$ cat config.mk
export PLATFORM = sky130hd
export DESIGN_NAME = ufc_top
export DESIGN_NICKNAME = d
export VERILOG_FILES = /design/src/ufc_pkg.sv /design/src/ufc_rx.sv /design/src/ufc_top.sv
export VERILOG_INCLUDE_DIRS = /design/src
export SDC_FILE = /design/constraint.sdc
export NUM_CORES = 1
export LEC_CHECK = 0
export BUFFER_PORTS_ARGS = -buffer_cell sky130_fd_sc_hd__buf_2
export CAP_MARGIN = 10
export CORE_MARGIN = 2
export CORE_UTILIZATION = 53
export DETAILED_ROUTE_END_ITERATION = 8
export PLACE_DENSITY = 0.75
export SLEW_MARGIN = 30
export SYNTH_ARGS = -nofsm -noshare
export SYNTH_HDL_FRONTEND = slang
export SYNTH_HIERARCHICAL = 1
export SYNTH_SLANG_ARGS = --single-unit
$ cat constraint.sdc
create_clock -name SYS_CLK -period 3.5 [get_ports SYS_CLK]
set_input_delay 0.175 -clock SYS_CLK [delete_from_list [all_inputs] [get_ports SYS_CLK]]
set_output_delay 0.175 -clock SYS_CLK [all_outputs]
set_load 0.01 [all_outputs]
$ cat src/ufc_map.svh
`ifndef UFC_MAP_SVH
`define UFC_MAP_SVH

// register byte offsets
`define UFC_OFF_MODE 8'h00
`define UFC_OFF_STA 8'h04
`define UFC_OFF_TXDATA 8'h08
`define UFC_OFF_RXDATA 8'h0c
`define UFC_OFF_BAUD 8'h10
`define UFC_OFF_IRQ_STAT 8'h14
`define UFC_OFF_IRQ_MASK 8'h18

// serial_mode_control fields
`define UFC_MODE_STOP 0
`define UFC_MODE_FMT_LO 1
`define UFC_MODE_FMT_HI 2
`define UFC_MODE_RECEIVE_POLARITY_INVERT 4
`define UFC_MODE_ECHO 6
`define UFC_MODE_MASK 16'hb4ff
`define UFC_MODE_RESET 16'h0000

// frame format codes
`define UFC_FMT_8N 2'h0
`define UFC_FMT_8E 2'h1
`define UFC_FMT_8O 2'h2
`define UFC_FMT_9N 2'h3

// serial_status_control fields
`define UFC_STA_TXISEL1 15
`define UFC_STA_TXISEL0 13
`define UFC_STA_BRK 11
`define UFC_STA_TXEN 10
`define UFC_STA_TXBF 9
`define UFC_STA_TX_SHIFTER_EMPTY 8
`define UFC_STA_ADDRESS_DETECT_ENABLE 5
`define UFC_STA_RECEIVER_IDLE_FLAG 4
`define UFC_STA_PARITY_ERROR_FLAG 3
`define UFC_STA_FRAMING_ERROR_FLAG 2
`define UFC_STA_OVERRUN_ERROR_FLAG 1
`define UFC_STA_RX_DATA_AVAILABLE 0
`define UFC_STA_WMASK 16'hece0
`define UFC_STA_RESET 16'h0000

// interrupt status / mask bits
`define UFC_IRQ_TX 0
`define UFC_IRQ_RX 1
`define UFC_IRQ_ERR 2

// timing: 16 ticks per bit, default 115200 baud at 50 MHz
`define UFC_OSR_LAST 4'hf
`define UFC_OSR_MID 4'h7
`define UFC_BAUD_RESET 16'h001a
`define UFC_BREAK_FRAME 14'h2000
`define UFC_BREAK_BITS 4'he

`endif

$ cat src/ufc_pkg.sv
package ufc_pkg;

    typedef enum logic [1:0] {RX_IDLE, RX_START, RX_DATA, RX_STOP} ufc_rx_e;
    typedef enum logic {TX_IDLE, TX_SHIFT} ufc_tx_e;

    typedef struct packed {
        ufc_rx_e st;
        logic [3:0] os;
        logic [3:0] bitn;
        logic [9:0] sh;
        logic [8:0] data;
        logic parity_error_flag;
        logic framing_error_flag;
        logic done;
    } ufc_rx_s;

    typedef struct packed {
        logic [15:0] mode;
        logic [15:0] sta;
        logic [15:0] baud;
        logic [15:0] brg;
        logic [2:0] sync;
        logic filt;
        ufc_tx_e tx_st;
        logic [13:0] tx_sh;
        logic [3:0] tx_left;
        logic [3:0] tx_os;
        logic tx_line;
        logic tx_brk;
        logic [8:0] hold;
        logic hold_v;
        logic [8:0] rx_data;
        logic rx_avail;
        logic parity_error_flag;
        logic framing_error_flag;
        logic overrun_error_flag;
        logic [2:0] irq_stat;
        logic [2:0] irq_mask;
        logic irq;
        logic awready;
        logic wready;
        logic aw_got;
        logic w_got;
        logic [7:0] waddr;
        logic [15:0] wdata;
        logic [1:0] wstrb;
        logic bvalid;
        logic [1:0] bresp;
        logic arready;
        logic rvalid;
        logic [1:0] rresp;
        logic [31:0] rdata;
    } ufc_top_s;

endpackage : ufc_pkg

$ cat src/ufc_rx.sv
`timescale 1ns/10ps
`default_nettype none
`include "ufc_map.svh"

module ufc_rx (
    // clock and reset
    input wire logic clk,
    input wire logic arst_n,
    // line side
    input wire logic tick,
    input wire logic rxd,
    input wire logic [1:0] fmt,
    // received character
    output logic [8:0] rx_data,
    output logic rx_done,
    output logic rx_parity_error_flag,
    output logic rx_framing_error_flag,
    output logic rx_idle
);
    import ufc_pkg::*;

    ufc_rx_s q, d;
    logic [3:0] last_bit;

    // next state of the receiver
    always_comb begin
        d = q;
        d.done = 1'b0;
        last_bit = (fmt == `UFC_FMT_8N) ? 4'h7 : 4'h8;
        if (tick) begin
            unique case (q.st)
                RX_IDLE: begin
                    if (!rxd) begin
                        d.st = RX_START;
                        d.os = 4'h0;
                    end
                end
                RX_START: begin
                    d.os = q.os + 4'h1;
                    if (q.os == `UFC_OSR_MID) begin
                        d.st = rxd ? RX_IDLE : RX_DATA; // glitch drops back
                        d.os = 4'h0;
                        d.bitn = 4'h0;
                    end
                end
                RX_DATA: begin
                    d.os = q.os + 4'h1;
                    if (q.os == `UFC_OSR_LAST) begin
                        d.sh[q.bitn] = rxd;
                        d.bitn = q.bitn + 4'h1;
                        if (q.bitn == last_bit) begin
                            d.st = RX_STOP;
                        end
                    end
                end
                RX_STOP: begin
                    d.os = q.os + 4'h1;
                    if (q.os == `UFC_OSR_LAST) begin
                        d.st = RX_IDLE;
                        d.done = 1'b1;
                        d.framing_error_flag = !rxd;
                        d.data = (fmt == `UFC_FMT_9N) ? q.sh[8:0] : {1'b0, q.sh[7:0]};
                        d.parity_error_flag = ((fmt == `UFC_FMT_8E) && (^q.sh[8:0])) ||
                                 ((fmt == `UFC_FMT_8O) && !(^q.sh[8:0]));
                    end
                end
            endcase
        end
    end

    // state register
    always_ff @(posedge clk or negedge arst_n) begin
        if (!arst_n) begin
            q <= '0;
        end else begin
            q <= d;
        end
    end

    assign rx_data = q.data;
    assign rx_done = q.done;
    assign rx_parity_error_flag = q.parity_error_flag;
    assign rx_framing_error_flag = q.framing_error_flag;
    assign rx_idle = (q.st == RX_IDLE);

endmodule : ufc_rx
`default_nettype wire

$ cat src/ufc_top.sv
// How it works
// - format 01 adds an even and 10 an odd parity bit after eight data bits, checked on receive.
// - format 11 sends and receives nine data bits with no parity bit.
// - format 00, the reset value, sends and receives eight data bits with no parity.
// - a set stop-count bit makes the transmitter send two stop bits, a cleared one one.
// - one status and control register holds the transmit and receive controls and flags.
//
// The address map and register access over AXI4-Lite are this design's own decisions.
`timescale 1ns/10ps
`default_nettype none
`include "ufc_map.svh"

module ufc_top (
    // clock and reset
    input wire logic SYS_CLK,
    input wire logic ARST_N,
    // axi4-lite write address and data
    input wire logic [7:0] S_AXI_AWADDR,
    input wire logic S_AXI_AWVALID,
    output logic S_AXI_AWREADY,
    input wire logic [31:0] S_AXI_WDATA,
    input wire logic [3:0] S_AXI_WSTRB,
    input wire logic S_AXI_WVALID,
    output logic S_AXI_WREADY,
    // axi4-lite write response
    output logic [1:0] S_AXI_BRESP,
    output logic S_AXI_BVALID,
    input wire logic S_AXI_BREADY,
    // axi4-lite read
    input wire logic [7:0] S_AXI_ARADDR,
    input wire logic S_AXI_ARVALID,
    output logic S_AXI_ARREADY,
    output logic [31:0] S_AXI_RDATA,
    output logic [1:0] S_AXI_RRESP,
    output logic S_AXI_RVALID,
    input wire logic S_AXI_RREADY,
    // serial line
    input wire logic RX_IN,
    output logic TX_OUT,
    output logic TX_OE,
    // interrupt
    output logic IRQ
);
    import ufc_pkg::*;

    ufc_top_s q, d;
    logic tick;
    logic rx_bit;
    logic [8:0] rx_data;
    logic rx_done;
    logic rx_parity_error_flag;
    logic rx_framing_error_flag;
    logic rx_idle;
    logic [1:0] fmt;
    logic [15:0] sta_rd;
    logic tx_load_ev;
    logic tx_done_ev;
    logic rx_ev;
    logic err_ev;
    logic [2:0] irq_clr;
    logic tx_par;

    // merge a write into a 16-bit register by byte lanes
    function automatic logic [15:0] merge(input logic [15:0] old, input logic [15:0] nw,
                                          input logic [1:0] strb);
        merge = {strb[1] ? nw[15:8] : old[15:8], strb[0] ? nw[7:0] : old[7:0]};
    endfunction : merge

    // receiver shares the oversample tick
    ufc_rx u_rx (
        .clk(SYS_CLK),
        .arst_n(ARST_N),
        .tick(tick),
        .rxd(rx_bit),
        .fmt(fmt),
        .rx_data(rx_data),
        .rx_done(rx_done),
        .rx_parity_error_flag(rx_parity_error_flag),
        .rx_framing_error_flag(rx_framing_error_flag),
        .rx_idle(rx_idle)
    );

    // combined status and control view
    always_comb begin
        sta_rd = q.sta & `UFC_STA_WMASK;
        sta_rd[`UFC_STA_TXBF] = q.hold_v;
        sta_rd[`UFC_STA_TX_SHIFTER_EMPTY] = (q.tx_st == TX_IDLE);
        sta_rd[`UFC_STA_RECEIVER_IDLE_FLAG] = rx_idle;
        sta_rd[`UFC_STA_PARITY_ERROR_FLAG] = q.parity_error_flag;
        sta_rd[`UFC_STA_FRAMING_ERROR_FLAG] = q.framing_error_flag;
        sta_rd[`UFC_STA_OVERRUN_ERROR_FLAG] = q.overrun_error_flag;
        sta_rd[`UFC_STA_RX_DATA_AVAILABLE] = q.rx_avail;
    end

    // next state of the whole block
    always_comb begin
        d = q;
        fmt = q.mode[`UFC_MODE_FMT_HI:`UFC_MODE_FMT_LO];
        tick = (q.brg >= q.baud); // a divisor written below the running count ends the period at once
        d.brg = tick ? 16'h0000 : q.brg + 16'h0001;
        tx_load_ev = 1'b0;
        tx_done_ev = 1'b0;
        rx_ev = 1'b0;
        err_ev = 1'b0;
        irq_clr = 3'h0;
        tx_par = (fmt == `UFC_FMT_8O) ? !(^q.hold[7:0]) : ^q.hold[7:0];

        // pin synchroniser: accept a change once stages two and three agree
        d.sync = {q.sync[1:0], RX_IN};
        if (q.sync[1] == q.sync[2]) begin
            d.filt = q.sync[2];
        end
        rx_bit = q.mode[`UFC_MODE_ECHO] ? q.tx_line : (q.filt ^ q.mode[`UFC_MODE_RECEIVE_POLARITY_INVERT]);

        // transmitter
        if (!q.sta[`UFC_STA_TXEN]) begin
            d.tx_st = TX_IDLE; // disable aborts and empties the buffer
            d.hold_v = 1'b0;
            d.tx_line = 1'b1;
        end else if (q.tx_st == TX_IDLE) begin
            if (q.sta[`UFC_STA_BRK]) begin
                d.tx_st = TX_SHIFT;
                d.tx_brk = 1'b1;
                d.tx_sh = `UFC_BREAK_FRAME;
                d.tx_left = `UFC_BREAK_BITS;
                d.tx_os = 4'h0;
                d.tx_line = 1'b0;
            end else if (q.hold_v) begin
                d.tx_st = TX_SHIFT;
                d.tx_brk = 1'b0;
                d.hold_v = 1'b0;
                d.tx_os = 4'h0;
                d.tx_line = 1'b0;
                tx_load_ev = 1'b1;
                unique case (fmt)
                    `UFC_FMT_8N: d.tx_sh = {5'h1f, q.hold[7:0], 1'b0};
                    `UFC_FMT_9N: d.tx_sh = {4'hf, q.hold[8:0], 1'b0};
                    `UFC_FMT_8E, `UFC_FMT_8O: d.tx_sh = {4'hf, tx_par, q.hold[7:0], 1'b0};
                endcase
                d.tx_left = ((fmt == `UFC_FMT_8N) ? 4'ha : 4'hb) + {3'h0, q.mode[`UFC_MODE_STOP]};
            end
        end else if (tick) begin
            d.tx_os = q.tx_os + 4'h1;
            if (q.tx_os == `UFC_OSR_LAST) begin
                if (q.tx_left == 4'h1) begin
                    d.tx_st = TX_IDLE;
                    d.tx_line = 1'b1;
                    tx_done_ev = !q.tx_brk;
                    if (q.tx_brk) begin
                        d.sta[`UFC_STA_BRK] = 1'b0; // break request clears itself
                    end
                end else begin
                    d.tx_sh = {1'b1, q.tx_sh[13:1]};
                    d.tx_line = q.tx_sh[1];
                    d.tx_left = q.tx_left - 4'h1;
                end
            end
        end

        // axi4-lite write channel
        if (S_AXI_AWVALID && q.awready) begin
            d.awready = 1'b0;
            d.aw_got = 1'b1;
            d.waddr = S_AXI_AWADDR;
        end
        if (S_AXI_WVALID && q.wready) begin
            d.wready = 1'b0;
            d.w_got = 1'b1;
            d.wdata = S_AXI_WDATA[15:0];
            d.wstrb = S_AXI_WSTRB[1:0];
        end
        if (q.aw_got && q.w_got && !q.bvalid) begin
            d.aw_got = 1'b0;
            d.w_got = 1'b0;
            d.bvalid = 1'b1;
            d.bresp = 2'h0;
            unique case (q.waddr)
                `UFC_OFF_MODE: d.mode = merge(q.mode, q.wdata, q.wstrb) & `UFC_MODE_MASK;
                `UFC_OFF_STA: begin
                    d.sta = merge(q.sta, q.wdata, q.wstrb) & `UFC_STA_WMASK;
                    if (q.wstrb[0] && !q.wdata[`UFC_STA_OVERRUN_ERROR_FLAG]) begin
                        d.overrun_error_flag = 1'b0; // writing zero clears overrun
                    end
                end
                `UFC_OFF_TXDATA: begin
                    if (q.wstrb != 2'h0 && !q.hold_v && q.sta[`UFC_STA_TXEN]) begin
                        d.hold = q.wdata[8:0];
                        d.hold_v = 1'b1;
                    end
                end
                `UFC_OFF_BAUD: d.baud = merge(q.baud, q.wdata, q.wstrb);
                `UFC_OFF_IRQ_STAT: irq_clr = q.wstrb[0] ? q.wdata[2:0] : 3'h0;
                `UFC_OFF_IRQ_MASK: d.irq_mask = q.wstrb[0] ? q.wdata[2:0] : q.irq_mask;
                default: d.bresp = 2'h2;
            endcase
        end
        if (q.bvalid && S_AXI_BREADY) begin
            d.bvalid = 1'b0;
            d.awready = 1'b1;
            d.wready = 1'b1;
        end

        // axi4-lite read channel
        if (S_AXI_ARVALID && q.arready) begin
            d.arready = 1'b0;
            d.rvalid = 1'b1;
            d.rresp = 2'h0;
            d.rdata = 32'h0000_0000;
            unique case (S_AXI_ARADDR)
                `UFC_OFF_MODE: d.rdata[15:0] = q.mode;
                `UFC_OFF_STA: d.rdata[15:0] = sta_rd;
                `UFC_OFF_TXDATA: d.rdata[8:0] = q.hold;
                `UFC_OFF_RXDATA: begin
                    d.rdata[8:0] = q.rx_data;
                    d.rx_avail = 1'b0; // reading takes the character
                end
                `UFC_OFF_BAUD: d.rdata[15:0] = q.baud;
                `UFC_OFF_IRQ_STAT: d.rdata[2:0] = q.irq_stat;
                `UFC_OFF_IRQ_MASK: d.rdata[2:0] = q.irq_mask;
                default: d.rresp = 2'h2;
            endcase
        end
        if (q.rvalid && S_AXI_RREADY) begin
            d.rvalid = 1'b0;
            d.arready = 1'b1;
        end

        // received character: address filter, overrun, set wins over read
        if (rx_done && !(q.sta[`UFC_STA_ADDRESS_DETECT_ENABLE] && fmt == `UFC_FMT_9N && !rx_data[8])) begin
            err_ev = rx_parity_error_flag || rx_framing_error_flag;
            if (q.rx_avail && d.rx_avail) begin
                d.overrun_error_flag = 1'b1;
                err_ev = 1'b1;
            end else begin
                d.rx_data = rx_data;
                d.parity_error_flag = rx_parity_error_flag;
                d.framing_error_flag = rx_framing_error_flag;
                d.rx_avail = 1'b1;
                rx_ev = 1'b1;
            end
        end

        // sticky interrupt flags, write one clears, new events win
        d.irq_stat = q.irq_stat & ~irq_clr;
        if ((q.sta[`UFC_STA_TXISEL0] && !q.sta[`UFC_STA_TXISEL1]) ? tx_done_ev : tx_load_ev) begin
            d.irq_stat[`UFC_IRQ_TX] = 1'b1;
        end
        if (rx_ev) begin
            d.irq_stat[`UFC_IRQ_RX] = 1'b1;
        end
        if (err_ev) begin
            d.irq_stat[`UFC_IRQ_ERR] = 1'b1;
        end
        d.irq = |(d.irq_stat & d.irq_mask);
    end

    // state register; reset leaves format 00 and one stop bit
    always_ff @(posedge SYS_CLK or negedge ARST_N) begin
        if (!ARST_N) begin
            q <= '0;
            q.mode <= `UFC_MODE_RESET;
            q.sta <= `UFC_STA_RESET;
            q.baud <= `UFC_BAUD_RESET;
            q.sync <= 3'h7;
            q.filt <= 1'b1;
            q.tx_sh <= 14'h3fff;
            q.tx_line <= 1'b1;
            q.awready <= 1'b1;
            q.wready <= 1'b1;
            q.arready <= 1'b1;
        end else begin
            q <= d;
        end
    end

    // outputs straight from the state register
    assign S_AXI_AWREADY = q.awready;
    assign S_AXI_WREADY = q.wready;
    assign S_AXI_BRESP = q.bresp;
    assign S_AXI_BVALID = q.bvalid;
    assign S_AXI_ARREADY = q.arready;
    assign S_AXI_RDATA = q.rdata;
    assign S_AXI_RRESP = q.rresp;
    assign S_AXI_RVALID = q.rvalid;
    assign TX_OUT = q.tx_line;
    assign TX_OE = q.sta[`UFC_STA_TXEN];
    assign IRQ = q.irq;

endmodule : ufc_top
`default_nettype wire

==> flow_summary.toml, run 1 <==
[floorplan]
core_mm2 = 0.0178
start_util_pct = 53.7
ioPinCount = 104
row_count = 49
dieArea_mm2 = 0.0192
die_x_um = 139
die_h_um = 139

[place]
port_buffers = 67
dp.final_hpwl_mm = 14.9
gp_congestion = 0.831

[timing]
slew-limit-headroom_pct = 40.4
worstMarginPinSlew_ns = 0.892
final_hold_viol_count = 0
final.setup.tns_ns = 0
post-route-period-util_pct = 94.9
whs_ns = 0.235
rsz0062_at_grt = "no"
slew_violations = 0
period_minus_slack_ns = 3.32
setup_violations = 0
finClkSkew_ns = 0.0119
maxClockFrequency_ghz = 0.301

[route]
drcViolationCount = 0
num_vias = 6820
drtAntennaViolNets = 0
drtPass1Iterations = 6
via_per_inst = 5.66
drt_iter0_markers = 422
drt_wl_total_mm = 21.6
wl_per_cell_um = 17.9

[clocking]
path_clk_slew_ns = 0.07
cts.repair.resized = 0
cts-root-buf = "clkbuf_16"
clk_latency_ns = 0.44
cts_tree = "done"
cts_buffer_depth = 2
cts_buffers = 17
h-tree-depth = 4
cts.sinks = 192

[setup_path]
rrSetupSlack_ns = 0.18
start_kind = "register"
r2r-start = "q[145]$_DFFE_PN1P_"
critPathKind = "register to register"
critical_path.startpoint = "q[145]$_DFFE_PN1P_"
critical-path-top-delay-family = "simple AND/OR/NAND/NOR gates"
cpMostUsedCell = "inv_1"
worstRegToRegCells = 11
worstPathArrival_ns = 3.63
end_kind = "register"
crit_chain = "inv_1 > ha_1 > nor2b_1 > o211a_1 > o31ai_2 > and3_1 > inv_1 > and3_4 > and3_2 > nand2_2 > mux2_2"
path_max_fanout = 13
crit_buf_inv = 2
endpoint = "u_rx/rx_data[1]$_DFFE_PN0P_"
crit_required_ns = 3.81
cpPeakStageDelay_ns = 0.54
r2r_end = "u_rx/rx_data[1]$_DFFE_PN0P_"
cp.depth = 11
cp_slowest_cell = "dfstp_2"

[global_routing]
grtUsageTotal_pct = 23.2
grt_pass1_vias = 6897
antenna_found_initial = 0
grt_pass1_wl_mm = 35.7
grt-ovfl-total = 0
grt_max_degree = 100

[synth]
synthTopCellsByCount = "168 x dfrtp_1, 85 x mux2_2, 83 x nand2_1"
yosys_warnings = 6
ys_async_sr_fraction_pct = 100
synth-edff-count = 0
synth_top_area_share_pct = 43.8
synth_most_common_cell = "dfrtp_1"
syn_avg_cell_area_um2 = 10.8
synth_top_area_cell = "dfrtp_1"
syn_inst = 886
synthesis.area_mm2 = 0.00959
synth-main-ff-cell = "dfrtp_1"
synth_seq_cells = 192
synth.area.top_cells = "dfrtp_1 44%, mux2_2 10%, dfstp_2 6.6%, ha_1 3.9%, buf_4 3.5%"
seq_area_frac_synth_pct = 50.4
ys_types = 72

[final_layout]
synthToLayoutAreaGrowth_pct = 14.1
num_antenna_cells = 0
num-fill-cells = 1409
layout-drive-gt1-share_pct = 25.4
layout.nets = 1053

[outcome]
status = "finished clean"

[power]
power_density_mw_per_mm2 = 531
p_leak_nw = 4.97
max-vdd-ir-drop_v = 0.000357

[worst_hold_path]
min_path_type = "input port to register"

[flow_run]
max_cap_violations = 0
==> through the flow <==
| stage | area (um^2) | utilization, % | instances | worst slack, ns | total power, mW |
|---|---|---|---|---|---|
| 3_3_place_gp | 9950 | 55.8 | 1136 | 0.313 | 3.74 |
| 5_1_grt | 10900 | 61.3 | 1205 | 0.0494 | 6.07 |
| 3_5_place_dp | 9960 | 55.8 | 1137 | 0.237 | 3.79 |
| 6_report | 10900 | 61.3 | 1205 | 0.178 | 5.81 |
| 4_1_cts | 10900 | 61.3 | 1205 | 0.182 | 5.83 |
| 2_1_floorplan | 9650 | - | 903 | 0.145 | 3.47 |
==> worst min path at each step <==
| stage | to | from | depth (start not counted) | slack [ns] |
|---|---|---|---|---|
| CTS | q[79]$_DFF_PN0_ | S_AXI_ARADDR[6] | 4 | 0.22 |
| floorplan | IRQ$_DFF_PN0_ | ARST_N | 0 | -0.12 |
| finish | q[79]$_DFF_PN0_ | S_AXI_ARADDR[6] | 4 | 0.24 |
| detailed placement | d[126]$_DFF_PN1_ | RX_IN | 1 | 0.28 |
| global route | q[79]$_DFF_PN0_ | S_AXI_ARADDR[7] | 4 | 0.27 |
| global placement | d[126]$_DFF_PN1_ | RX_IN | 1 | 0.28 |
==> sequential cells by signal, summed over array words and instances (netlist names), 2 cells and up, named ones only <==
name / cells
d: 2
u_rx/rx_data: 9
u_rx/q: 9
q: 131
S_AXI_RDATA: 16
fmt: 2
==> per-layer routing <==
metal | vias to the layer above | track usage, % | wire length (um)
li1 | 3224 | - | -
met1 | 3362 | 32.2 | 9720
met2 | 199 | 37.1 | 10400
met3 | 35 | 4.95 | 1090
met4 | 0 | 7.14 | 414
met5 | - | 0 | 0
==> power by group <==
group	total, mW	leakage, nW	switching (mW)	internal [mW]
clock	2.00	0.303	0.904	1.10
sequential	2.90	2.49	0.396	2.50
combinational	0.908	2.18	0.475	0.434
==> placed cells by master (no fill, tap or decap), types with 24 or more instances in the layout <==
cell type and n:
a21oi_1 39, dlygate4sd3_1 36, nand2_1 82, dfrtp_1 168, nor2_1 68, dfstp_2 24
mux2_2 85, buf_2 67, o21ai_0 65, ha_1 30, inv_1 40
==> tightest hold or removal path: stages <==
cell and delay, ns:
buf_2 0.07, nor2_1 0.05, a41o_1 0.27, nand2_1 0.07
==> area by class of cell <==
type	count	area (um^2)	share of cell area, %
clock buffer	18	439	4.01
clock inverter	14	176	1.61
inverter	40	150	1.37
multi-input combinational	592	4210	38.5
sequential	192	4830	44.2
tap	229	287	2.62
timing repair buffer	120	842	7.69
==> cell families (layout without fill, tap and decap cells) <==
family	after synthesis	count (layout)	share of synthesized area, %
AOI/OAI and AO/OA	179	179	11.8
xor gates and xnor gates	30	30	3.03
adders and majority gates	31	31	4.02
buffers and inverters	119	192	6.58
DFF	192	192	50.4
muxes	97	97	11.4
other	1	18	0.0391
and+or+nand+nor	237	237	12.6
==> timing repair <==
item	4_1_cts	5_1_grt
setup buffers	0	0
hold buffers	36	0
endpoints found under the hold margin	121	0
Note: power is estimated with default switching activity, not from simulation.
==> inputs of run 2 (changes only) <==
Settings changed: CORE_UTILIZATION 53 to 64, GPL_TIMING_DRIVEN from default to 0, PLACE_DENSITY 0.75 to 0.85.
Clock period 3.5 ns to 4.2 ns, I/O delays scaled along.
==> flow_summary.toml, run 2 (same netlist as run 1, synthesis figures left out) <==
[final_layout]
seqCellArea_mm2 = 0.00483
num_antenna_cells = 0
layout_common_cells = "168 x dfrtp_1, 85 x mux2_2, 83 x nand2_1, 71 x buf_2, 68 x nor2_1"
multi_input_area_mm2 = 0.00421
layout.nets = 1109
final_common_cell = "dfrtp_1"
synthToLayoutAreaGrowth_pct = 16.9
layout-drive-gt1-share_pct = 27.7
num-fill-cells = 900
top_register = "q"
largest_reg_flops = 131
final_core_util_pct = 76.8

[worst_hold_path]
min_path_type = "input port to register"

[clocking]
cts_buffers = 17
cts_buffer_depth = 2
path_clk_slew_ns = 0.07
cts-root-buf = "clkbuf_16"
clk_latency_ns = 0.44
cts.sinks = 192
h-tree-depth = 4
cts_tree = "done"

[floorplan]
start_util_pct = 65.7
die_h_um = 126
core_mm2 = 0.0146
ioPinCount = 104
die_x_um = 126
dieArea_mm2 = 0.0160
row_count = 44

[power]
power_density_mw_per_mm2 = 438
power_mw = 4.91
p_leak_nw = 5.17
max-vdd-ir-drop_v = 0.000382

[timing]
period_minus_slack_ns = 4.11
maxClockFrequency_ghz = 0.243
setup_slack_ns = 0.0860
finClkSkew_ns = 0.00898
setup_violations = 0
worstMarginPinSlew_ns = 0.911
slew_violations = 0
slew-limit-headroom_pct = 39.1
final.setup.tns_ns = 0
post-route-period-util_pct = 98.0
final_hold_viol_count = 0

[global_routing]
gr-usage-met2_pct = 46.1
grt_pass1_wl_mm = 36.5
grtUsageTotal_pct = 29.0
grt_max_degree = 52
grt_busiest_layer = "met2"
grt_pass1_vias = 7064
use_met3_pct = 7.30
grt-ovfl-total = 0
antenna_found_initial = 0
use_met1_pct = 38.9

[setup_path]
start_kind = "register"
path_max_fanout = 14
end_kind = "register"
critPathKind = "register to register"
worstPathArrival_ns = 4.43
crit_required_ns = 4.52

[route]
drtPass1Iterations = 5
wl_per_cell_um = 18.6
via_per_inst = 6.00
drt_wl_total_mm = 22.6
drtAntennaViolNets = 0
drcViolationCount = 0
drt_iter0_markers = 774
num_vias = 7294

[place]
dp_worst_setup_slack_ns = 0.188
gp_congestion = 0.922
port_buffers = 65
dp.final_hpwl_mm = 15.6

[flow_run]
max_cap_violations = 0

[outcome]
status = "finished clean"
run 2: changes by cell type in the layout (fill, tap and decap cells not counted), moves of 2 or more:
cell and delta:
buf_4 +33, buf_2 +4, buf_1 +2, clkbuf_8 -2, inv_8 -3, clkinvlp_4 +4, clkbuf_1 +27, dlygate4sd3_1 -11
buf_16 +3, clkinv_4 -2
run 2: stage by stage:
stage	hold WS, ns	instance area [um^2]	std cells
6_report	0.0112	11200	1216
5_1_grt	0.00272	11200	1216
4_1_cts	0.00117	11200	1212
3_5_place_dp	0.122	10300	1157
3_3_place_gp	0.314	10200	1152
2_1_floorplan	-0.0856	9650	903
run 2: layer usage:
layer / up-vias / part of all wire [%]
met5: - / 0
met4: 0 / 3.0
met3: 55 / 7.8
met2: 305 / 48
met1: 3594 / 41
li1: 3340 / -
run 2: timing repair:
action	4_1_cts	5_1_grt
hold buffers	23	2
buffers inserted	0	3
endpoints found under the hold margin	66	2
resized for setup	0	2
endpoints found under the setup margin	0	21
run 2: layout make-up:
class	instances	area share, %
clock inverters	12	1.44
flip-flops and latches	192	43.1
well taps	184	2.05
inverters	40	1.37
multi-input cells	592	37.6
clock buffers	20	3.90
plain buffers	78	4.25
repair buffers	98	6.25
run 2: final timing paths:
kind	from	to	slack (ns)	cells past startpoint
setup / recovery	q[157]$_DFFE_PN0P_	u_rx/rx_data[6]$_DFFE_PN0P_	0.09	14
hold / removal	S_AXI_WDATA[8]	q[49]$_DFFE_PN0P_	0.01	2
setup reg to reg	q[157]$_DFFE_PN0P_	u_rx/rx_data[6]$_DFFE_PN0P_	0.09	14
hold reg to reg	d[126]$_DFF_PN1_	d[127]$_DFF_PN1_	0.36	0
max in group asynchronous	ARST_N	q[148]$_DFFE_PN1P_	2.76	5
min in group asynchronous	ARST_N	q[64]$_DFFE_PN0P_	0.25	2
run 2: report_power, final:
| group | total, mW | internal, mW | switching (mW) |
|---|---|---|---|
| clock network | 1.64 | 0.941 | 0.704 |
| registers | 2.37 | 2.09 | 0.279 |
| logic | 0.895 | 0.402 | 0.493 |
run 2: worst max-delay path: stages (launching register included):
cell	delay, ns
dfrtp_1	0.39
inv_1	0.09
ha_1	0.24
a21oi_1	0.15
nor2_1	0.06
a211oi_1	0.70
and3_1	0.25
clkbuf_1	0.34
clkinvlp_4	0.34
buf_2	0.28
and3_4	0.23
and3_2	0.24
nand2_2	0.15
buf_6	0.17
mux2_2	0.34
